--- config.mk ---
export PLATFORM = sky130hd
export DESIGN_NAME = rtc_power_fail_outputs
export DESIGN_NICKNAME = d
export VERILOG_FILES = /design/src/rtl/rtc_pf_pkg.sv /design/src/rtl/pin_sync.sv /design/src/rtl/rtc_power_fail_outputs.sv
export SDC_FILE = /design/constraint.sdc
export NUM_CORES = 1
export LEC_CHECK = 0
export BUFFER_PORTS_ARGS = -buffer_cell sky130_fd_sc_hd__clkbuf_2
export CAP_MARGIN = 15
export CORE_ASPECT_RATIO = 2
export CORE_MARGIN = 1.5
export CORE_UTILIZATION = 49
export DETAILED_ROUTE_END_ITERATION = 7
export PLACE_DENSITY = 0.89
export SKIP_LAST_GASP = 1
export SYNTH_ARGS = -nofsm -noshare
export SYNTH_HDL_FRONTEND = slang
export SYNTH_SLANG_ARGS = --single-unit
--- constraint.sdc ---
create_clock -name clk -period 2.7 [get_ports clk]
set_clock_uncertainty 0.15 [all_clocks]
set_input_delay 0.54 -clock clk [delete_from_list [all_inputs] [get_ports clk]]
set_output_delay 0.54 -clock clk [all_outputs]
set_load 0.02 [all_outputs]
--- src/rtl/rtc_pf_pkg.sv ---
/*
 * Constants for the real-time clock output block: register map, field positions,
 * reset values and divider sizes.
 * Assumes a 32-bit Avalon-MM slave with byte addresses and word registers.
 */
package rtc_pf_pkg;
	// ==========================================================
	// Register offsets (byte addresses)
	localparam logic [3:0] OFS_CTRL_A = 4'h0;
	localparam logic [3:0] OFS_CTRL_B = 4'h4;
	localparam logic [3:0] OFS_EXT = 4'h8;
	localparam logic [3:0] OFS_STATUS = 4'hC;
	localparam int ADDR_W = 4;
	// ==========================================================
	// Field positions
	localparam int RATE_W = 4;
	localparam int RATE_LSB = 0;
	localparam int SQ_EN_BIT = 3;
	localparam int KEEP_32K_BIT = 0;
	localparam int AUX_EN_BIT = 1;
	localparam int WAKE_EN_BIT = 2;
	localparam int KICK_EN_BIT = 3;
	localparam int REQ_BIT = 4;
	localparam int KICK_FLAG_BIT = 5;
	localparam int WAKE_FLAG_BIT = 6;
	localparam int ST_VALID_BIT = 0;
	localparam int ST_AUX_BIT = 1;
	// ==========================================================
	// Reset values
	localparam logic [3:0] RATE_RST = 4'h0;
	localparam logic SQ_EN_RST = 1'b0;
	localparam logic [3:0] EXT_EN_RST = 4'h0;
	// ==========================================================
	// Divider chain
	localparam int DIV_STAGES = 15;
	localparam int TAP_COUNT = 13;
	localparam int TAP_OFFSET = 2;
	localparam logic [3:0] RATE_FIRST_TAP = 4'h3;
	localparam logic [3:0] RATE_ALIAS_1 = 4'h1;
	localparam logic [3:0] RATE_ALIAS_2 = 4'h2;
	localparam logic [3:0] ALIAS_SHIFT = 4'h7;
endpackage : rtc_pf_pkg

--- src/rtl/pin_sync.sv ---
/*
 * Two-flop synchroniser for a group of pin inputs.
 * Assumes inputs are asynchronous to clk; reset level is a parameter.
 */
`timescale 1ns/1ps
module pin_sync #(
	parameter int WIDTH = 1,
	parameter logic [WIDTH-1:0] RST_VAL = '0
) (
	// Clock and reset
	input wire logic clk,
	input wire logic rst_n,
	// Data
	input wire logic [WIDTH-1:0] d,
	output logic [WIDTH-1:0] q
);
	logic [WIDTH-1:0] meta;

	always_ff @(posedge clk or negedge rst_n) begin
		if (!rst_n) begin
			meta <= RST_VAL;
			q <= RST_VAL;
		end else begin
			meta <= d;
			q <= meta;
		end
	end
endmodule : pin_sync

--- src/rtl/rtc_power_fail_outputs.sv ---
/*
 * Output side of a battery-backed real-time clock: square-wave tap select,
 * always-on 32kHz option, external RAM chip-enable gating and power-on request.
 * Assumes a 32.768kHz oscillator square wave on osc_in, a supply comparator
 * level on power_fail_trip (high = above trip point) and an Avalon-MM master.
 */
`timescale 1ns/1ps

// Functional notes
// - The square-wave output comes from one of 13 taps of a 15-stage divider chain.
// - Register A rate picks the tap and the enable bit in register B turns it on or off.
// - 32kHz goes out when square-wave enable, 32kHz enable and valid supply are all set.
// - 32kHz keeps running on a failed supply if 32kHz enable, aux enable and aux battery hold.
// - With valid supply the RAM chip-enable output follows the chip-enable input.
// - With invalid supply the RAM chip-enable output is held high.
// - A kickstart event or a wake-up alarm asserts the active-low power-on request.
// - Software can release the power-on request to shut system power down.
// - On failed supply bus accesses are ignored and registers write-protected.
// - Kickstart works only with aux enable set and aux battery present.
module rtc_power_fail_outputs (
	// Clock and reset
	input wire logic clk,
	input wire logic rst_n,
	// Avalon-MM slave
	input wire logic [rtc_pf_pkg::ADDR_W-1:0] address,
	input wire logic read,
	input wire logic write,
	input wire logic [31:0] writedata,
	input wire logic [3:0] byteenable,
	output logic [31:0] readdata,
	output logic waitrequest,
	// Oscillator and supply status pins
	input wire logic osc_in,
	input wire logic power_fail_trip,
	input wire logic aux_battery_supply,
	// Wake-up alarm pulse from the alarm logic on clk
	input wire logic wake_alarm,
	// External pins
	input wire logic kickstart_in_n,
	input wire logic ram_enable_in_n,
	output logic ram_enable_out_n,
	output logic power_on_request_n,
	output logic square_wave_out
);
	// ==========================================================
	// Pin synchronisers
	logic osc_s, power_valid, aux_present, kick_s_n, ram_in_s_n;

	pin_sync #(.WIDTH(5), .RST_VAL(5'h18)) u_sync (
		.clk(clk),
		.rst_n(rst_n),
		.d({kickstart_in_n, ram_enable_in_n, osc_in, power_fail_trip, aux_battery_supply}),
		.q({kick_s_n, ram_in_s_n, osc_s, power_valid, aux_present})
	);

	// ==========================================================
	// Registers
	logic [rtc_pf_pkg::RATE_W-1:0] rate;
	logic square_wave_enable;
	logic always_on_32khz_enable, aux_battery_enable, wake_enable, kick_enable;
	logic request, kick_flag, wake_flag;
	logic bus_req, bus_write_now, ext_write;

	assign bus_req = read | write;
	assign bus_write_now = write && !waitrequest && byteenable[0] && power_valid;
	assign ext_write = bus_write_now && address == rtc_pf_pkg::OFS_EXT;

	always_ff @(posedge clk or negedge rst_n) begin
		if (!rst_n) begin
			rate <= rtc_pf_pkg::RATE_RST;
			square_wave_enable <= rtc_pf_pkg::SQ_EN_RST;
		end else if (bus_write_now) begin
			if (address == rtc_pf_pkg::OFS_CTRL_A)
				rate <= writedata[rtc_pf_pkg::RATE_LSB +: rtc_pf_pkg::RATE_W];
			if (address == rtc_pf_pkg::OFS_CTRL_B)
				square_wave_enable <= writedata[rtc_pf_pkg::SQ_EN_BIT];
		end
	end

	always_ff @(posedge clk or negedge rst_n) begin
		if (!rst_n) begin
			{kick_enable, wake_enable, aux_battery_enable, always_on_32khz_enable} <=
				rtc_pf_pkg::EXT_EN_RST;
		end else if (ext_write) begin
			always_on_32khz_enable <= writedata[rtc_pf_pkg::KEEP_32K_BIT];
			aux_battery_enable <= writedata[rtc_pf_pkg::AUX_EN_BIT];
			wake_enable <= writedata[rtc_pf_pkg::WAKE_EN_BIT];
			kick_enable <= writedata[rtc_pf_pkg::KICK_EN_BIT];
		end
	end

	// ==========================================================
	// Avalon-MM handshake: one wait cycle, then one ready cycle
	always_ff @(posedge clk or negedge rst_n) begin
		if (!rst_n)
			waitrequest <= 1'b1;
		else
			waitrequest <= !(bus_req && waitrequest);
	end

	always_ff @(posedge clk or negedge rst_n) begin
		if (!rst_n) begin
			readdata <= 32'h0000_0000;
		end else if (read && waitrequest) begin
			readdata <= 32'h0000_0000;
			if (power_valid) begin
				unique case (address)
					rtc_pf_pkg::OFS_CTRL_A:
						readdata[rtc_pf_pkg::RATE_LSB +: rtc_pf_pkg::RATE_W] <= rate;
					rtc_pf_pkg::OFS_CTRL_B:
						readdata[rtc_pf_pkg::SQ_EN_BIT] <= square_wave_enable;
					rtc_pf_pkg::OFS_EXT: begin
						readdata[rtc_pf_pkg::KEEP_32K_BIT] <= always_on_32khz_enable;
						readdata[rtc_pf_pkg::AUX_EN_BIT] <= aux_battery_enable;
						readdata[rtc_pf_pkg::WAKE_EN_BIT] <= wake_enable;
						readdata[rtc_pf_pkg::KICK_EN_BIT] <= kick_enable;
						readdata[rtc_pf_pkg::REQ_BIT] <= request;
						readdata[rtc_pf_pkg::KICK_FLAG_BIT] <= kick_flag;
						readdata[rtc_pf_pkg::WAKE_FLAG_BIT] <= wake_flag;
					end
					rtc_pf_pkg::OFS_STATUS: begin
						readdata[rtc_pf_pkg::ST_VALID_BIT] <= power_valid;
						readdata[rtc_pf_pkg::ST_AUX_BIT] <= aux_present;
					end
					default: readdata <= 32'h0000_0000;
				endcase
			end
		end
	end

	// ==========================================================
	// Power-on request
	logic kick_prev_n, kick_event, wake_event, release_req;

	always_ff @(posedge clk or negedge rst_n) begin
		if (!rst_n)
			kick_prev_n <= 1'b1;
		else
			kick_prev_n <= kick_s_n;
	end

	assign kick_event = kick_prev_n && !kick_s_n && kick_enable &&
		aux_battery_enable && aux_present;
	assign wake_event = wake_alarm && wake_enable;
	assign release_req = ext_write && writedata[rtc_pf_pkg::REQ_BIT];

	always_ff @(posedge clk or negedge rst_n) begin
		if (!rst_n) begin
			request <= 1'b0;
			kick_flag <= 1'b0;
			wake_flag <= 1'b0;
		end else begin
			// Set wins over a write-one-to-clear in the same cycle
			request <= kick_event || wake_event || (request && !release_req);
			kick_flag <= kick_event ||
				(kick_flag && !(ext_write && writedata[rtc_pf_pkg::KICK_FLAG_BIT]));
			wake_flag <= wake_event ||
				(wake_flag && !(ext_write && writedata[rtc_pf_pkg::WAKE_FLAG_BIT]));
		end
	end

	always_ff @(posedge clk or negedge rst_n) begin
		if (!rst_n)
			power_on_request_n <= 1'b1;
		else
			power_on_request_n <= !(kick_event || wake_event || (request && !release_req));
	end

	// ==========================================================
	// RAM chip-enable gating
	always_ff @(posedge clk or negedge rst_n) begin
		if (!rst_n)
			ram_enable_out_n <= 1'b1;
		else if (power_valid)
			ram_enable_out_n <= ram_in_s_n;
		else
			ram_enable_out_n <= 1'b1;
	end

	// ==========================================================
	// Divider chain, clocked by oscillator rising-edge enable
	logic osc_prev, osc_tick;
	logic [rtc_pf_pkg::DIV_STAGES-1:0] div;

	always_ff @(posedge clk or negedge rst_n) begin
		if (!rst_n)
			osc_prev <= 1'b0;
		else
			osc_prev <= osc_s;
	end

	assign osc_tick = osc_s && !osc_prev;

	always_ff @(posedge clk or negedge rst_n) begin
		if (!rst_n)
			div <= '0;
		else if (osc_tick)
			div <= div + 1'b1;
	end

	// ==========================================================
	// Square-wave selection
	logic [3:0] tap_rate;
	logic tap_out, keep_32k, next_square;

	always_comb begin
		tap_rate = rate;
		if (rate == rtc_pf_pkg::RATE_ALIAS_1 || rate == rtc_pf_pkg::RATE_ALIAS_2)
			tap_rate = rate + rtc_pf_pkg::ALIAS_SHIFT;
		tap_out = 1'b0;
		if (tap_rate >= rtc_pf_pkg::RATE_FIRST_TAP)
			tap_out = div[tap_rate - 4'(rtc_pf_pkg::TAP_OFFSET)];
	end

	assign keep_32k = always_on_32khz_enable &&
		((square_wave_enable && power_valid) ||
		(!power_valid && aux_battery_enable && aux_present));

	always_comb begin
		if (keep_32k)
			next_square = osc_s;
		else if (square_wave_enable && power_valid)
			next_square = tap_out;
		else
			next_square = 1'b0;
	end

	always_ff @(posedge clk or negedge rst_n) begin
		if (!rst_n)
			square_wave_out <= 1'b0;
		else
			square_wave_out <= next_square;
	end
endmodule : rtc_power_fail_outputs

==> results.yml <==
outcome:
  status: "completed"
floorplanning:
  pin_count: 86
  coreArea_sq_mm: 0.00482
  die_area_sq_mm: 0.00541
  dieHeight_um: 103
  start_util: 0.504
  row_count: 36
  fp.dieW_um: 52.8
clocking:
  cts_buffer_depth: 2
  h-tree-depth: 2
  root_buffer: "clkbuf_8"
  cts_buffers: 5
  clk-insertion-delay-late_ps: 310
  path_clk_slew_ps: 90
  cts_tree: "yes"
  clock_sink_count: 50
timing:
  fmax_mhz: 394
  drv_slew: 0
  rsz0062_at_grt: "no"
  relSlewSlack: 0.594
  fin_crit_ps: 2540
  worst_pin_slew_ps: 609
  setup_viol: 0
  tns_ps: 0
  finalCritPeriodShare: 0.941
  finalHoldViolCount: 0
  fin_hold_ws_ps: 154
global_route:
  grt_max_degree: 51
  grt_pass1_wl_um: 7270
  grt_usage: 0.181
  antenna_found_initial: 0
  overflow: 0
  first_global_vias: 1750
logic_synthesis:
  synth-seq-cells: 50
  syn-instance-count: 216
  synth-seq-area-share: 0.520
  ys.flop_type: "dfrtp_1"
  async_flop_share: 1.00
  synth-edff-count: 0
  syn_area_per_cell_sq_um: 11.2
  synth_cell_types: 40
  syn-cell-area_sq_mm: 0.00243
  yosysWarnings: 0
cells_and_area:
  multi_input_area_sq_mm: 0.00105
  layout_common_cells: "dfrtp_1, clkbuf_2, nand2_1, conb_1, o21ai_0"
  antenna_cells: 0
  area.growth.synth_to_final_pct: 10.5
  regArea_sq_mm: 0.00126
  final_common_cell: "dfrtp_1"
  drive_above_1_share: 0.258
  fin_nets: 310
  final_cells: 313
  nFillCells: 420
worst_setup_path:
  crit_fanout: 5
  r2r_start: "rate[0]$_DFFE_PN0P_"
  end_kind: "flip-flop"
  crit_required_ps: 2740
  startpoint_type: "flip-flop"
  r2r_end: "square_wave_out$_DFF_PN0_"
  reg2reg_depth: 9
  r2r_slack_ps: 160
  critPathKind: "reg -> reg"
  crit_arrival_ps: 2580
pwr:
  power.density_mw_per_mm2: 650
  p_leak_nw: 1.27
  ir_drop_uv: 473
  finalPower_mw: 1.74
detailed_routing:
  drt-wirelength-per-cell_um: 13.9
  route.final.wire_length_um: 4350
  drt-vias-per-instance: 5.30
  ant_nets: 0
  vias: 1658
  dr.pass1.iters: 4
  first_iter_violations: 20
  drc: 0
placed_design:
  hpwlAfterDp_um: 3180
  io_buffer_count: 32
  gp_congestion: 0.770
  place_inst: 305
worst_hold_path:
  worstHoldEndpoint: "u_sync.meta[4]$_DFF_PN1_"
  hold_depth: 1
  hold_path.class: "in -> reg"
  hold_start: "kickstart_in_n"
flow_run:
  drv_cap: 0
registers in the layout (all words and copies together), names as in the netlist:
signal,count
always_on_32khz_enable,1
aux_battery_enable,1
div,15
kick_enable,1
kick_flag,1
kick_prev_n,1
osc_prev,1
power_on_request_n,1
ram_enable_out_n,1
rate,4
readdata,7
request,1
square_wave_enable,1
square_wave_out,1
u_sync.meta,5
u_sync.q,5
waitrequest,1
wake_enable,1
wake_flag,1
worst max-delay path by stage:
stage | start | endpoint | slack (ps) | depth (start not counted)
6_report | rate[0]$_DFFE_PN0P_ | square_wave_out$_DFF_PN0_ | 160 | 9
5_1_grt | rate[0]$_DFFE_PN0P_ | square_wave_out$_DFF_PN0_ | 3 | 9
4_1_cts | rate[0]$_DFFE_PN0P_ | square_wave_out$_DFF_PN0_ | 90 | 9
3_5_place_dp | rate[0]$_DFFE_PN0P_ | square_wave_out$_DFF_PN0_ | 130 | 9
3_3_place_gp | rate[0]$_DFFE_PN0P_ | square_wave_out$_DFF_PN0_ | 230 | 10
2_1_floorplan | rate[1]$_DFFE_PN0P_ | square_wave_out$_DFF_PN0_ | 300 | 9
power breakdown:
part | internal [mW] | total [mW] | switching (mW)
combinational | 0.147 | 0.341 | 0.194
clock | 0.211 | 0.465 | 0.254
sequential | 0.847 | 0.936 | 0.0897
total | 1.20 | 1.74 | 0.537
worst max-delay path: stages (launching register included):
cell and delay, ps:
dfrtp_1 460, inv_1 150, ha_1 230, or2_1 290, nand3b_1 130, a21boi_4 190, ha_1 220, xor2_2 220
mux2i_1 270, o211ai_2 110
layer usage:
layer  global-route usage  share of wire  vias up
met5                    0              0        -
met4                0.105          0.027        0
met3               0.0362          0.036        8
met2                0.335           0.57       47
met1                0.177           0.37      829
li1                     -              -      774
synthesized netlist by cell type, types with 2 or more instances:
cell / instances / share of area
nor2b_1: 2 / 0.0052
nand3b_1: 2 / 0.0062
nand3_1: 12 / 0.025
o21ai_0: 14 / 0.029
dfrtp_1: 42 / 0.43
nor2_1: 8 / 0.012
dfstp_2: 8 / 0.087
inv_1: 4 / 0.0062
mux2i_1: 13 / 0.054
buf_4: 25 / 0.077
nor3_1: 2 / 0.0041
mux2_2: 8 / 0.037
a22o_1: 4 / 0.014
o211ai_1: 2 / 0.0062
xor2_1: 6 / 0.022
nand2_1: 25 / 0.039
nand4_1: 4 / 0.010
ha_1: 5 / 0.026
xnor2_1: 9 / 0.032
layout make-up:
cell class	count	area share
Sequential cell	50	0.470
Multi-Input combinational cell	159	0.392
Timing Repair Buffer	35	0.0681
Clock buffer	6	0.0308
Tap cell	57	0.0266
Clock inverter	2	0.00653
Inverter	4	0.00560
metrics by stage:
step / util / worst slack, ps / cell area [sq um]
after floorplan: - / 302 / 2520
after global placement: 0.534 / 232 / 2570
after detailed placement: 0.534 / 134 / 2570
after CTS: 0.555 / 85.3 / 2680
after global routing: 0.557 / 3.29 / 2680
final: 0.557 / 160 / 2680
logic make-up (layout without fill, tap and decap cells):
family          after synthesis  in the layout  share of synthesized area
compound gates               29             29                     0.0851
xor+xnor                     15             15                     0.0541
fa+ha+maj                     5              5                     0.0258
buf+inv                      31             47                     0.0871
flops                        50             50                      0.520
mux                          22             22                      0.100
other cells                   1             25                    0.00154
simple gates                 63             63                      0.127
what timing repair did:
item,CTS,global route
setup buffers,0,0
setup endpoints to repair,0,1
hold buffers,0,0
resized for setup,0,1
Note: power is estimated with default switching activity, not from simulation.
